<file path="src/logic/tmr_pkg.sv">
// Package with the register map, field positions and modes of the timer.
package tmr_pkg;
   localparam int TMR_AW = 8;
   localparam int TMR_DW = 32;
   localparam logic [7:0] TMR_CTRL_OFS = 8'h00;
   localparam logic [7:0] TMR_PERIOD_OFS = 8'h04;
   localparam logic [7:0] TMR_COUNT_OFS = 8'h08;
   localparam logic [7:0] TMR_STATUS_OFS = 8'h0C;
   localparam logic [7:0] TMR_IRQCFG_OFS = 8'h10;
   localparam int TMR_ON_BIT = 15;
   localparam int TMR_IDLE_HALT_BIT = 13;
   localparam int TMR_GATED_BIT = 6;
   localparam int TMR_PRESCALE_LSB = 4;
   localparam int TMR_RESYNC_BIT = 2;
   localparam int TMR_CLKSRC_BIT = 1;
   localparam int TMR_FLAG_BIT = 0;
   localparam int TMR_IRQ_EN_BIT = 0;
   localparam int TMR_IRQ_PRIO_LSB = 1;
   localparam logic [15:0] TMR_CTRL_MASK = 16'hA076;
   localparam logic [15:0] TMR_CTRL_RST = 16'h0000;
   localparam logic [15:0] TMR_PERIOD_RST = 16'hFFFF;
   localparam logic [15:0] TMR_COUNT_RST = 16'h0000;
   localparam logic [3:0] TMR_IRQCFG_RST = 4'h0;
   localparam logic [7:0] TMR_PRE_RST = 8'h00;
   localparam logic [7:0] TMR_DIV1_LAST = 8'h00;
   localparam logic [7:0] TMR_DIV8_LAST = 8'h07;
   localparam logic [7:0] TMR_DIV64_LAST = 8'h3F;
   localparam logic [7:0] TMR_DIV256_LAST = 8'hFF;
   typedef enum logic [2:0] {
      TMR_MODE_STOP,
      TMR_MODE_TIMER,
      TMR_MODE_GATED,
      TMR_MODE_SYNC_CNT,
      TMR_MODE_ASYNC_CNT
   } tmr_mode_t;
endpackage

</file>
<file path="src/logic/tmr_tick_if.sv">
// Interface carrying raw count ticks to the prescaler and divided ticks back.
interface tmr_tick_if;
   logic tick_in;
   logic clear;
   logic [1:0] div_sel;
   logic tick_out;
   modport ctrl (output tick_in, output clear, output div_sel,
      input tick_out);
   modport pre (input tick_in, input clear, input div_sel,
      output tick_out);
endinterface

</file>
<file path="src/logic/tmr_prescale.sv">
// Prescaler dividing the selected count source by 1, 8, 64 or 256.
module tmr_prescale (
   input wire logic sys_clk,
   input wire logic resetn,
   tmr_tick_if.pre tk
);
   import tmr_pkg::*;

   logic [7:0] pre_cnt_ff;
   logic [7:0] last_cnt;

   function automatic logic [7:0] div_last(input logic [1:0] sel);
      case (sel)
         2'h0: div_last = TMR_DIV1_LAST;
         2'h1: div_last = TMR_DIV8_LAST;
         2'h2: div_last = TMR_DIV64_LAST;
         default: div_last = TMR_DIV256_LAST;
      endcase
   endfunction

   assign last_cnt = div_last(tk.div_sel);
   assign tk.tick_out = tk.tick_in & ~tk.clear
      & (pre_cnt_ff == last_cnt);

   // A clear also restarts the division so a new ratio starts cleanly.
   always_ff @(posedge sys_clk or negedge resetn) begin
      if (!resetn) begin
         pre_cnt_ff <= TMR_PRE_RST;
      end else if (tk.clear || tk.tick_out) begin
         pre_cnt_ff <= TMR_PRE_RST;
      end else if (tk.tick_in) begin
         pre_cnt_ff <= 8'(pre_cnt_ff + 8'h01);
      end
   end

   a_pre_advance: assert property (@(posedge sys_clk) disable iff (!resetn)
      tk.tick_in && !tk.tick_out && !tk.clear |=>
      pre_cnt_ff == 8'($past(pre_cnt_ff) + 8'h01))
      else $error("Prescaler did not advance on a tick.");
   a_pre_ratio: assert property (@(posedge sys_clk) disable iff (!resetn)
      tk.tick_out |-> tk.tick_in && pre_cnt_ff == div_last(tk.div_sel))
      else $error("Prescaler output at the wrong count.");
endmodule

</file>
<file path="src/logic/tmr_timer.sv">
// Sixteen-bit interval timer and counter with an Avalon-MM register port.

module tmr_timer (
   input wire logic sys_clk,
   input wire logic resetn,
   input wire logic [tmr_pkg::TMR_AW-1:0] avs_address,
   input wire logic avs_read,
   input wire logic avs_write,
   input wire logic [tmr_pkg::TMR_DW-1:0] avs_writedata,
   input wire logic [3:0] avs_byteenable,
   output logic [tmr_pkg::TMR_DW-1:0] avs_readdata,
   output logic avs_waitrequest,
   input wire logic external_count_input,
   input wire logic gate_input,
   input wire logic cpu_idle,
   input wire logic cpu_sleep,
   output logic irq_flag,
   output logic irq_request,
   output logic [2:0] irq_priority
);
   import tmr_pkg::*;

   tmr_tick_if tk ();

   logic ack_ff;
   logic [TMR_DW-1:0] rdata_ff;
   logic [15:0] ctrl_ff;
   logic [15:0] period_ff;
   logic [15:0] count_ff;
   logic flag_ff;
   logic [3:0] irqcfg_ff;
   logic ext_meta_ff, ext_sync_ff, ext_prev_ff, ext_align_ff, ext_alprev_ff;
   logic gate_meta_ff, gate_sync_ff, gate_prev_ff;
   logic wr_en, ctrl_wr, period_wr, count_wr, status_wr, irqcfg_wr;
   logic [15:0] wdata16;
   tmr_mode_t mode;
   logic raw_tick, halt, match, gate_fall, flag_clr;

   function automatic logic [15:0] merge16(input logic [15:0] old,
      input logic [15:0] nw, input logic [1:0] be);
      merge16 = {be[1] ? nw[15:8] : old[15:8], be[0] ? nw[7:0] : old[7:0]};
   endfunction

   // Bus slave: every access is answered one cycle after it appears.
   assign avs_waitrequest = (avs_read | avs_write) & ~ack_ff;
   assign avs_readdata = rdata_ff;
   assign wr_en = avs_write & ack_ff;
   assign wdata16 = avs_writedata[15:0];
   assign ctrl_wr = wr_en && avs_address == TMR_CTRL_OFS;
   assign period_wr = wr_en && avs_address == TMR_PERIOD_OFS;
   assign count_wr = wr_en && avs_address == TMR_COUNT_OFS;
   assign status_wr = wr_en && avs_address == TMR_STATUS_OFS;
   assign irqcfg_wr = wr_en && avs_address == TMR_IRQCFG_OFS;

   always_ff @(posedge sys_clk or negedge resetn) begin
      if (!resetn) begin
         ack_ff <= 1'b0;
      end else begin
         ack_ff <= (avs_read | avs_write) & ~ack_ff;
      end
   end

   // Read data is captured in the waiting cycle so it stands at acceptance.
   always_ff @(posedge sys_clk or negedge resetn) begin
      if (!resetn) begin
         rdata_ff <= '0;
      end else if (avs_read && !ack_ff) begin
         case (avs_address)
            TMR_CTRL_OFS: rdata_ff <= {16'h0000,
               ctrl_ff & TMR_CTRL_MASK};
            TMR_PERIOD_OFS: rdata_ff <= {16'h0000, period_ff};
            TMR_COUNT_OFS: rdata_ff <= {16'h0000, count_ff};
            TMR_STATUS_OFS: rdata_ff <= {31'h0, flag_ff};
            TMR_IRQCFG_OFS: rdata_ff <= {28'h0000000, irqcfg_ff};
            default: rdata_ff <= '0;
         endcase
      end
   end

   // Unimplemented control bits are never stored, so they cannot read as one.
   always_ff @(posedge sys_clk or negedge resetn) begin
      if (!resetn) begin
         ctrl_ff <= TMR_CTRL_RST;
      end else if (ctrl_wr) begin
         ctrl_ff <= merge16(ctrl_ff, wdata16, avs_byteenable[1:0])
            & TMR_CTRL_MASK;
      end
   end

   always_ff @(posedge sys_clk or negedge resetn) begin
      if (!resetn) begin
         period_ff <= TMR_PERIOD_RST;
      end else if (period_wr) begin
         period_ff <= merge16(period_ff, wdata16, avs_byteenable[1:0]);
      end
   end

   always_ff @(posedge sys_clk or negedge resetn) begin
      if (!resetn) begin
         irqcfg_ff <= TMR_IRQCFG_RST;
      end else if (irqcfg_wr && avs_byteenable[0]) begin
         irqcfg_ff <= avs_writedata[3:0];
      end
   end

   assign irq_priority = irqcfg_ff[TMR_IRQ_PRIO_LSB +: 3];

   // Pin synchronisers; the second stage and the delayed copies behind it feed the edge detectors.
   always_ff @(posedge sys_clk or negedge resetn) begin
      if (!resetn) begin
         ext_meta_ff <= 1'b0;
         ext_sync_ff <= 1'b0;
         ext_prev_ff <= 1'b0;
         ext_align_ff <= 1'b0;
         ext_alprev_ff <= 1'b0;
      end else begin
         ext_meta_ff <= external_count_input;
         ext_sync_ff <= ext_meta_ff;
         ext_prev_ff <= ext_sync_ff;
         ext_align_ff <= ext_sync_ff;
         ext_alprev_ff <= ext_align_ff;
      end
   end

   always_ff @(posedge sys_clk or negedge resetn) begin
      if (!resetn) begin
         gate_meta_ff <= 1'b0;
         gate_sync_ff <= 1'b0;
         gate_prev_ff <= 1'b0;
      end else begin
         gate_meta_ff <= gate_input;
         gate_sync_ff <= gate_meta_ff;
         gate_prev_ff <= gate_sync_ff;
      end
   end

   always_comb begin
      if (!ctrl_ff[TMR_ON_BIT]) begin
         mode = TMR_MODE_STOP;
      end else if (ctrl_ff[TMR_CLKSRC_BIT]) begin
         mode = ctrl_ff[TMR_RESYNC_BIT] ? TMR_MODE_SYNC_CNT
            : TMR_MODE_ASYNC_CNT;
      end else begin
         mode = ctrl_ff[TMR_GATED_BIT] ? TMR_MODE_GATED
            : TMR_MODE_TIMER;
      end
   end

   // The instruction clock stops in sleep; only the unsynchronised external
   // path keeps counting there, at the price of one less alignment stage.
   always_comb begin
      case (mode)
         TMR_MODE_TIMER: raw_tick = ~cpu_sleep;
         TMR_MODE_GATED: raw_tick = ~cpu_sleep & gate_sync_ff;
         TMR_MODE_SYNC_CNT: raw_tick = ~cpu_sleep & ext_align_ff
            & ~ext_alprev_ff;
         TMR_MODE_ASYNC_CNT: raw_tick = ext_sync_ff & ~ext_prev_ff;
         default: raw_tick = 1'b0;
      endcase
   end

   assign halt = ctrl_ff[TMR_IDLE_HALT_BIT] & cpu_idle;
   assign tk.tick_in = raw_tick & ~halt;
   assign tk.clear = (mode == TMR_MODE_STOP) | ctrl_wr;
   assign tk.div_sel = ctrl_ff[TMR_PRESCALE_LSB +: 2];

   tmr_prescale u_prescale (
      .sys_clk(sys_clk),
      .resetn(resetn),
      .tk(tk.pre)
   );

   assign match = tk.tick_out && count_ff == period_ff;
   assign gate_fall = mode == TMR_MODE_GATED && gate_prev_ff
      && !gate_sync_ff;

   // A software write of the count overrides a coincident tick.
   always_ff @(posedge sys_clk or negedge resetn) begin
      if (!resetn) begin
         count_ff <= TMR_COUNT_RST;
      end else if (count_wr) begin
         count_ff <= merge16(count_ff, wdata16, avs_byteenable[1:0]);
      end else if (match) begin
         count_ff <= TMR_COUNT_RST;
      end else if (tk.tick_out) begin
         count_ff <= 16'(count_ff + 16'h0001);
      end
   end

   // Status flag is write-one-to-clear; a new event wins over the clear.
   assign flag_clr = status_wr && avs_byteenable[0]
      && avs_writedata[TMR_FLAG_BIT];

   always_ff @(posedge sys_clk or negedge resetn) begin
      if (!resetn) begin
         flag_ff <= 1'b0;
      end else begin
         flag_ff <= match | gate_fall | (flag_ff & ~flag_clr);
      end
   end

   assign irq_flag = flag_ff;
   assign irq_request = flag_ff & irqcfg_ff[TMR_IRQ_EN_BIT];

   a_bus_answer: assert property (@(posedge sys_clk) disable iff (!resetn)
      (avs_read || avs_write) && avs_waitrequest |=> !avs_waitrequest)
      else $error("Bus access not answered in one cycle.");
   a_match_wrap: assert property (@(posedge sys_clk) disable iff (!resetn)
      match && !count_wr |=> count_ff == 16'h0000 && flag_ff)
      else $error("Period match did not wrap and flag.");
   a_count_step: assert property (@(posedge sys_clk) disable iff (!resetn)
      tk.tick_out && !match && !count_wr |=>
      count_ff == 16'($past(count_ff) + 16'h0001))
      else $error("Counter did not step on a divided tick.");
   a_gate_flag: assert property (@(posedge sys_clk) disable iff (!resetn)
      gate_fall |=> flag_ff)
      else $error("Gate falling edge did not set the flag.");
   a_stop_hold: assert property (@(posedge sys_clk) disable iff (!resetn)
      !ctrl_ff[TMR_ON_BIT] && !count_wr |=> $stable(count_ff))
      else $error("Stopped timer changed its count.");
   a_idle_halt: assert property (@(posedge sys_clk) disable iff (!resetn)
      ctrl_ff[TMR_IDLE_HALT_BIT] && cpu_idle |-> !tk.tick_in)
      else $error("Timer counted in idle with halt set.");
   a_gate_only: assert property (@(posedge sys_clk) disable iff (!resetn)
      ctrl_ff[TMR_GATED_BIT] && !ctrl_ff[TMR_CLKSRC_BIT] && !gate_sync_ff
      |-> !tk.tick_in)
      else $error("Gated timer counted with gate low.");
   a_async_sleep: assert property (@(posedge sys_clk) disable iff (!resetn)
      mode == TMR_MODE_ASYNC_CNT && cpu_sleep && !halt
      && ext_sync_ff && !ext_prev_ff |-> tk.tick_in)
      else $error("Async counter missed an edge in sleep.");
   a_sync_sleep: assert property (@(posedge sys_clk) disable iff (!resetn)
      mode == TMR_MODE_SYNC_CNT && cpu_sleep |-> !tk.tick_in)
      else $error("Synchronous counter ticked in sleep.");
   a_rsvd_zero: assert property (@(posedge sys_clk) disable iff (!resetn)
      avs_read && !ack_ff && avs_address == TMR_CTRL_OFS |=>
      (avs_readdata[15:0] & ~TMR_CTRL_MASK) == 16'h0000)
      else $error("Unimplemented control bit read as one.");

   c_match_wrap: cover property (@(posedge sys_clk) disable iff (!resetn)
      match ##1 irq_request);
   c_gate_fall: cover property (@(posedge sys_clk) disable iff (!resetn)
      gate_fall);
   c_async_sleep: cover property (@(posedge sys_clk) disable iff (!resetn)
      mode == TMR_MODE_ASYNC_CNT && cpu_sleep && tk.tick_out);
endmodule

</file>
<file path="config.mk">
export PLATFORM = sky130hd
export DESIGN_NAME = tmr_timer
export DESIGN_NICKNAME = d
export VERILOG_FILES = /design/src/logic/tmr_pkg.sv /design/src/logic/tmr_tick_if.sv /design/src/logic/tmr_prescale.sv /design/src/logic/tmr_timer.sv
export SDC_FILE = /design/constraint.sdc
export NUM_CORES = 1
export LEC_CHECK = 0
export BUFFER_PORTS_ARGS = -buffer_cell sky130_fd_sc_hd__clkbuf_2
export CAP_MARGIN = 20
export CORE_MARGIN = 2
export CORE_UTILIZATION = 50
export CTS_CLUSTER_SIZE = 14
export DETAILED_ROUTE_END_ITERATION = 6
export PLACE_DENSITY = 0.7
export SLEW_MARGIN = 20
export SYNTH_ARGS = -nofsm -noshare
export SYNTH_HDL_FRONTEND = slang
export SYNTH_SLANG_ARGS = --single-unit
</file>
<file path="constraint.sdc">
create_clock -name sys_clk -period 3 [get_ports sys_clk]
set_input_delay 0.45 -clock sys_clk [delete_from_list [all_inputs] [get_ports sys_clk]]
set_output_delay 0.45 -clock sys_clk [all_outputs]
set_load 0.1 [all_outputs]
</file>
# After elaboration in Yosys (flattened, before gate mapping)
# Index checks and enable logic that the tools add are counted.
[totals]
word_cells = 97
output_inout_bits = 38
reg_bits = 92
inputBits = 52
[classes]
eq_ne = 14
reduce_logical = 26
addsub = 2
mux = 14
bitwise = 23
[op_table]
columns = ["op", "n"]
rows = [
  ["$pmux 16 s5", 1],
  ["$mux 16", 3],
  ["$mux 8", 4],
  ["$pmux 8 s3", 1],
  ["$add 16x1->16 const B", 1],
  ["$eq 16x16->1", 1],
  ["$eq 8x4->1 const B", 2],
  ["$and 1x1->1", 12],
  ["$logic_and 1x1->1", 12],
  ["$reduce_and 2->1", 6],
  ["$mux 3", 3],
  ["$add 8x1->8 const B", 1],
  ["$eq 8x3->1 const B", 1],
  ["$eq 8x5->1 const B", 1],
  ["$eq 8x8->1", 1],
  ["$logic_not 8->1", 1],
  ["$not 1->1", 7],
  ["$eq 3x2->1 const B", 2],
  ["$ne 2x2->1 const B", 2],
  ["$or 1x1->1", 4],
  ["$pmux 1 s4", 1],
  ["$eq 3x1->1 const B", 1],
  ["$eq 3x3->1 const B", 1],
  ["$logic_not 3->1", 1],
  ["8 further kinds", 9],
]

# Longest topological paths before layout
[depth]
word_depth = 11
ltp_mapped = 8
ltp_nobuf = 7

# By module
# A second synthesis with hierarchy kept.
[unflattened]
cells_unflattened = 396
area_unflattened_um2 = 4013.8
[by_module_without_submodules]
columns = ["mod", "area_each_um2", "n_inst", "seq_area_each_um2", "cells_per_inst"]
rows = [
  ["tmr_timer", 3559.7, 1, 1721.7, 349],
  ["tmr_prescale", 454.2, 1, 200.2, 47],
]

# Worst setup path before layout
# No wires, ideal clock.
[synth_timing]
path_type = "input port to flip-flop"
startpoint = "in avs_address[5] (netlist bit)"
endpoint = "reg count_ff[15]"
cell_stages = 6
slack_ps = 460
required_ps = 2913
setup_time_ps = 87
n_path_buf = 0
arrival_time_ps = 2454
path_cell_list = "or4_4 > or4b_4 > nor2_8 > a32oi_4 > or4_1 > o211ai_1"
[synth_between]
elab_chain_cells = 9
word_cells_on_any_way = 14
cone_classes = "eq/ne (2); mux (2); bitwise (4); reduce/logical (6)"
[synth_rtl]
columns = ["element", "line_no", "rtl"]
rows = [
  ["start, declared", "tmr_timer.sv:6", "input wire logic [tmr_pkg::TMR_AW-1:0] avs_address,"],
  ["$logic_not 8->1", "tmr_timer.sv:49", "assign ctrl_wr = wr_en && avs_address == TMR_CTRL_OFS;"],
  ["$logic_and 1x1->1", "tmr_timer.sv:49", ""],
  ["$or 1x1->1", "tmr_timer.sv:164", "assign tk.clear = (mode == TMR_MODE_STOP) | ctrl_wr;"],
  ["$not 1->1", "tmr_prescale.sv:22", "assign tk.tick_out = tk.tick_in & ~tk.clear"],
  ["$and 1x1->1", "tmr_prescale.sv:22", ""],
  ["$and 1x1->1", "tmr_prescale.sv:23", "& (pre_cnt_ff == last_cnt);"],
  ["$logic_and 1x1->1", "tmr_timer.sv:173", "assign match = tk.tick_out && count_ff == period_ff;"],
  ["$reduce_bool 3->1 (no source line) / $mux 16 (equally long branches)", "n/a", ""],
  ["$reduce_and 2->1 (no source line) / $mux 16 (equally long branches)", "n/a", ""],
  ["end signal, assigned", "tmr_timer.sv:182", "count_ff <= merge16(count_ff, wdata16, avs_byteenable[1:0]);"],
  ["end signal, assigned", "tmr_timer.sv:186", "count_ff <= 16'(count_ff + 16'h0001);"],
  ["end, declared", "tmr_timer.sv:29", "logic [15:0] count_ff;"],
]
# Parallel ways exist; a longest one is shown, timed or not.
# A chain may end at the register's enable or synchronous reset.

# Worst setup path in the final report
[layout_timing]
startpoint = "reg ctrl_ff[5]"
endpoint = "reg count_ff[4]"
[layout_between]
elab_chain_cells = 7
word_cells_on_any_way = 11
cone_classes = "eq/ne (3); mux (3); bitwise (1); reduce/logical (4)"
[layout_rtl]
columns = ["element", "line_no", "rtl"]
rows = [
  ["start, declared", "tmr_timer.sv:27", "logic [15:0] ctrl_ff;"],
  ["start signal, assigned", "tmr_timer.sv:85", "ctrl_ff <= merge16(ctrl_ff, wdata16, avs_byteenable[1:0])"],
  ["$eq 2x2->1 (tied with other cells)", "tmr_prescale.sv:13", "case (sel)"],
  ["$pmux 8 s3 *", "tmr_prescale.sv:13", ""],
  ["$eq 8x8->1 *", "tmr_prescale.sv:23", ""],
  ["$and 1x1->1 *", "tmr_prescale.sv:23", ""],
  ["$logic_and 1x1->1", "tmr_timer.sv:173", ""],
  ["$reduce_bool 3->1 (no source line) / $mux 16 (equally long branches)", "n/a", ""],
  ["$reduce_and 2->1 (no source line) / $mux 16 (equally long branches)", "n/a", ""],
]
# Mark *: on every way between the ends. The rest lies on a longest branch, timed or not.

==> tab_implementation.tex <==
\begin{tabular}{lr}
\hline
Metric & Value \\
\hline
\multicolumn{2}{l}{\textbf{Pwr}} \\
\quad Power density of the placed cells & 460.7 nW/µm² \\
\quad Static Leak & 2.122 nW \\
\quad Total Power Consumption & 2.204 mW \\
\quad Relative contribution of sequential cells to total power & 47.8\% \\
\quad Part of the total power dissipated in the clock network & 41.4\% \\
\quad Internal power & 1.606 mW \\
\quad Peak supply drop & 0.3009 mV \\
\quad Combinational fraction of design power & 10.8\% \\
\quad Net switching fraction of the power & 27.13\% \\
\quad Sw Pwr & 0.5980 mW \\
\multicolumn{2}{l}{\textbf{Critical path}} \\
\quad Buf/Inv on CP & 1 \\
\quad Worst EP required & 3.27 ns \\
\quad Maximum single-stage delay on the critical path & 0.48 ns \\
\quad Critical register-to-register path endpoint & count\_ff[4]\$\_DFFE\_PN0P\_ \\
\quad Kind of cell adding the most delay to the critical path & compound AO/OA/AOI/OAI gates \\
\quad Type of element capturing the critical path & flip-flop \\
\quad Cell count of the worst reg-to-reg path & 7 \\
\quad Slowest cell on the critical path & sky130\_fd\_sc\_hd\_\_dfrtp\_1 \\
\quad Source of the worst register-to-register timing path & ctrl\_ff[5]\$\_DFFE\_PN0P\_ \\
\quad Endpoint arrival time on the critical path & 2.83 ns \\
\quad Highest net fanout along the worst path & 16 \\
\quad Category of the most critical setup path & reg -> reg \\
\quad Critical path cell sequence & or3b\_1, a21o\_1, a22oi\_1, a32oi\_1, buf\_12, or3\_1, o211ai\_1 \\
\quad Kind of start point of the critical path & flip-flop \\
\quad Worst reg-to-reg setup slack & 0.44 ns \\
\multicolumn{2}{l}{\textbf{Floorplan}} \\
\quad Number of rows created at floorplan & 33 \\
\quad Die ar. & 9183 µm² \\
\quad Starting utilization of the core area & 51.58\% \\
\quad Die Height & 95.83 µm \\
\quad Placeable Area & 8175 µm² \\
\quad Top-Level Pins & 90 \\
\quad Die width & 95.83 µm \\
\multicolumn{2}{l}{\textbf{Routing}} \\
\quad Met2 routed WL & 4.926 mm \\
\quad Router iterations before antenna repair & 5 \\
\quad Number of DRC markers in iteration 0 & 285 \\
\quad Final antenna-violating net count & 0 \\
\quad Mean routed wirelength per cell & 17.75 µm \\
\quad Routed length on met1 & 4.534 mm \\
\quad Top metal layer carrying routed signals & met4 \\
\quad Vias per Instance & 5.924 \\
\quad Wire length reported by the detailed router & 10.31 mm \\
\quad Detailed-route via count & 3442 \\
\quad Routed length on met3 & 562 µm \\
\quad Number of remaining DRC errors & 0 \\
\multicolumn{2}{l}{\textbf{Final layout}} \\
\quad Final net count & 525 \\
\quad Non-filler cells, final & 581 \\
\quad Number of diodes & 0 \\
\quad Synth-to-Final Area Change & 13.47\% \\
\quad Multi-input gate area & 2093 µm² \\
\quad Fraction of final layout cells with drive strength greater than 1 & 28.15\% \\
\quad Highest-count cells in the layout ignoring fill and taps & sky130\_fd\_sc\_hd\_\_dfrtp\_1 (60), sky130\_fd\_sc\_hd\_\_clkbuf\_2 (54), sky130\_fd\_sc\_hd\_\_nand2\_1 (46) \\
\quad Number of fill cells & 694 \\
\quad Commonest non-fill, non-tap cell in the layout & sky130\_fd\_sc\_hd\_\_dfrtp\_1 \\
\quad Combined flip-flop and latch cell area & 1922 µm² \\
\multicolumn{2}{l}{\textbf{GRT}} \\
\quad Vias in the first global route & 3274 \\
\quad Antenna violations before repair & 0 \\
\quad GRT Util Overall & 23.71\% \\
\quad Total overflow reported by the global router & 0 \\
\quad First-pass GRT wire length & 16.40 mm \\
\quad Largest net degree at the start of global routing & 77 \\
\multicolumn{2}{l}{\textbf{STA}} \\
\quad Fmax achieved & 390.9 MHz \\
\quad Final setup slack of the worst path & 0.4417 ns \\
\quad Final count of negative-setup-slack endpoints & 0 \\
\quad Least-Margin Pin Slew & 0.9784 ns \\
\quad Headroom to the max-slew limit & 34.77\% \\
\quad RSZ-0062 raised after global routing & false \\
\quad Clock period minus worst slack & 2.558 ns \\
\quad Setup tns final & 0 ns \\
\quad Number of max-slew violations in the final report & 0 \\
\quad Final critical-path share of the clock period & 85.28\% \\
\quad Final hold violations & 0 \\
\quad Setup skew after layout & 0.01121 ns \\
\multicolumn{2}{l}{\textbf{Clock tree}} \\
\quad Number of buffers inserted during clock tree synthesis & 9 \\
\quad Post-CTS setup buffers & 0 \\
\quad Latest clock arrival within the worst-skew pair & 0.36 ns \\
\quad CTS tree & yes \\
\quad Count of clock tree sinks & 76 \\
\quad CTS root buffer & sky130\_fd\_sc\_hd\_\_clkbuf\_8 \\
\quad CTS Buffer Depth & 2 \\
\quad Hold-fix buffers at CTS & 0 \\
\quad Clock edge transition at the registers on the reported setup and hold paths & 0.09 ns \\
\quad Cts repair resizes & 0 \\
\quad Total number of H-tree levels & 3 \\
\multicolumn{2}{l}{\textbf{Job}} \\
\quad Maxcap violations & 0 \\
\multicolumn{2}{l}{\textbf{Yosys}} \\
\quad Cell variety after synth & 50 \\
\quad Share of flip-flops with an asynchronous set or reset after synthesis & 100.0\% \\
\quad Post-synthesis register bit count & 76 \\
\quad Post-synth EDFFs & 0 \\
\quad Leading register cell type out of synthesis & sky130\_fd\_sc\_hd\_\_dfrtp\_1 \\
\quad Area share of fa/ha/maj cells after synthesis & 0.5935\% \\
\quad Cell Area, Synth & 4217 µm² \\
\quad Multiplexer fraction of the synthesized cell area & 9.822\% \\
\quad Post-Synth XOR/XNOR Area & 4.777\% \\
\quad Post-synthesis compound-gate area fraction & 13.29\% \\
\quad Combinational family with the most area after synthesis & simple AND/OR/NAND/NOR gates \\
\quad Warnings from Yosys & 0 \\
\quad Synthesized-area fraction occupied by and/or/nand/nor cells & 19.73\% \\
\quad Number of instances in the synthesized netlist & 421 \\
\quad Sequential fraction of the synthesis area & 45.58\% \\
\quad Post-synthesis average cell area & 10.02 µm² \\
\multicolumn{2}{l}{\textbf{Placed design}} \\
\quad Number of placed cells counting well taps & 565 \\
\quad Number of buffers added on ports & 55 \\
\quad Post-placement setup slack & 0.2822 ns \\
\quad DP Wirelength & 7.340 mm \\
\quad Placer Congestion & 0.9073 \\
\multicolumn{2}{l}{\textbf{Run status}} \\
\quad Result of the run & finished, final reports clean \\
\multicolumn{2}{l}{\textbf{Hold path}} \\
\quad Worst hold path startpoint & external\_count\_input \\
\quad Hold Crit Depth & 1 \\
\quad Class of the tightest hold or removal check & in -> reg \\
\quad Endpoint of the worst hold-timing path & ext\_meta\_ff\$\_DFF\_PN0\_ \\
\hline
\end{tabular}
-- Yosys cell counts, types with 11 or more instances --
cell | n | area (µm²)
sky130_fd_sc_hd__o21ai_0 | 17 | 85.08
sky130_fd_sc_hd__nand3_1 | 17 | 85.08
sky130_fd_sc_hd__dfstp_2 | 16 | 420.4
sky130_fd_sc_hd__xnor2_1 | 22 | 192.7
sky130_fd_sc_hd__and2_1 | 12 | 75.07
sky130_fd_sc_hd__clkbuf_1 | 20 | 75.07
sky130_fd_sc_hd__nand2_1 | 46 | 172.7
sky130_fd_sc_hd__a22oi_1 | 13 | 97.59
sky130_fd_sc_hd__o211ai_1 | 12 | 90.09
sky130_fd_sc_hd__nand4_1 | 18 | 112.6
sky130_fd_sc_hd__buf_4 | 19 | 142.6
sky130_fd_sc_hd__dfrtp_1 | 60 | 1501
sky130_fd_sc_hd__mux2i_1 | 11 | 110.1
sky130_fd_sc_hd__nor2_1 | 21 | 78.83
sky130_fd_sc_hd__mux2_2 | 27 | 304.0
-- power by group through the flow --
stage	Combinational, mW	Sequential, mW	Clock [mW]
floorplan	0.186	1.07	0
global placement	0.235	1.07	0
detailed placement	0.237	1.07	0
CTS	0.238	1.05	0.928
global route	0.254	1.06	0.972
finish	0.237	1.05	0.913
-- state kept, by name, summed over array words and instances, names as in the netlist --
signal and count:
gate_meta_ff 1, ext_sync_ff 1, period_ff 16, irqcfg_ff 4, gate_sync_ff 1, irq_flag 1, avs_readdata 16, gate_prev_ff 1
ext_meta_ff 1, count_ff 16, ext_align_ff 1, ack_ff 1, u_prescale.pre_cnt_ff 8, ext_alprev_ff 1, ctrl_ff 7
-- metrics by stage --
| stage | area [µm²] | hold slack (ns) | utilization, % |
|---|---|---|---|
| 2_1_floorplan | 4273 | 0.1544 | - |
| 3_3_place_gp | 4549 | 0.3340 | 55.65 |
| 3_5_place_dp | 4549 | 0.3364 | 55.65 |
| 4_1_cts | 4785 | 0.1815 | 58.52 |
| 5_1_grt | 4785 | 0.1798 | 58.52 |
| 6_report | 4785 | 0.1930 | 58.52 |
-- kinds of logic (layout without fill, tap and decap cells) --
logic type	count (synthesis)	in the layout
other	1	16
xor gates and xnor gates	23	23
adders and majority gates	2	2
DFF	76	76
AOI/OAI and AO/OA	75	75
muxes	38	38
buffers and inverters	49	89
and+or+nand+nor	157	157
-- per-layer routing --
metal  up-vias  global-route usage [%]
met4         0                   10.71
met5         -                       0
met2       104                   37.82
met1      1705                   32.15
li1       1615                       -
met3        18                   3.367
-- cell type report --
cell class / count / area share (%)
multi-input cells: 311 / 43.75
flip-flops and latches: 76 / 40.17
clock inverters: 5 / 1.752
well taps: 105 / 2.746
repair buffers: 67 / 7.950
inverters: 6 / 0.4707
clock buffers: 11 / 3.164
-- worst max path at each step --
stage                                 startpoint                        to  slack, ns  cells after the start
final                     ctrl_ff[5]$_DFFE_PN0P_   count_ff[4]$_DFFE_PN0P_       0.44                      7
after global placement            avs_address[5]   count_ff[2]$_DFFE_PN0P_       0.31                      8
after global routing      ctrl_ff[5]$_DFFE_PN0P_   count_ff[6]$_DFFE_PN0P_       0.29                      7
after CTS                 ctrl_ff[5]$_DFFE_PN0P_   count_ff[2]$_DFFE_PN0P_       0.44                      7
after detailed placement          avs_address[5]   count_ff[2]$_DFFE_PN0P_       0.28                      8
after floorplan                   avs_address[5]  count_ff[15]$_DFFE_PN0P_       0.46                      6
Note: power is estimated with default switching activity, not from simulation.
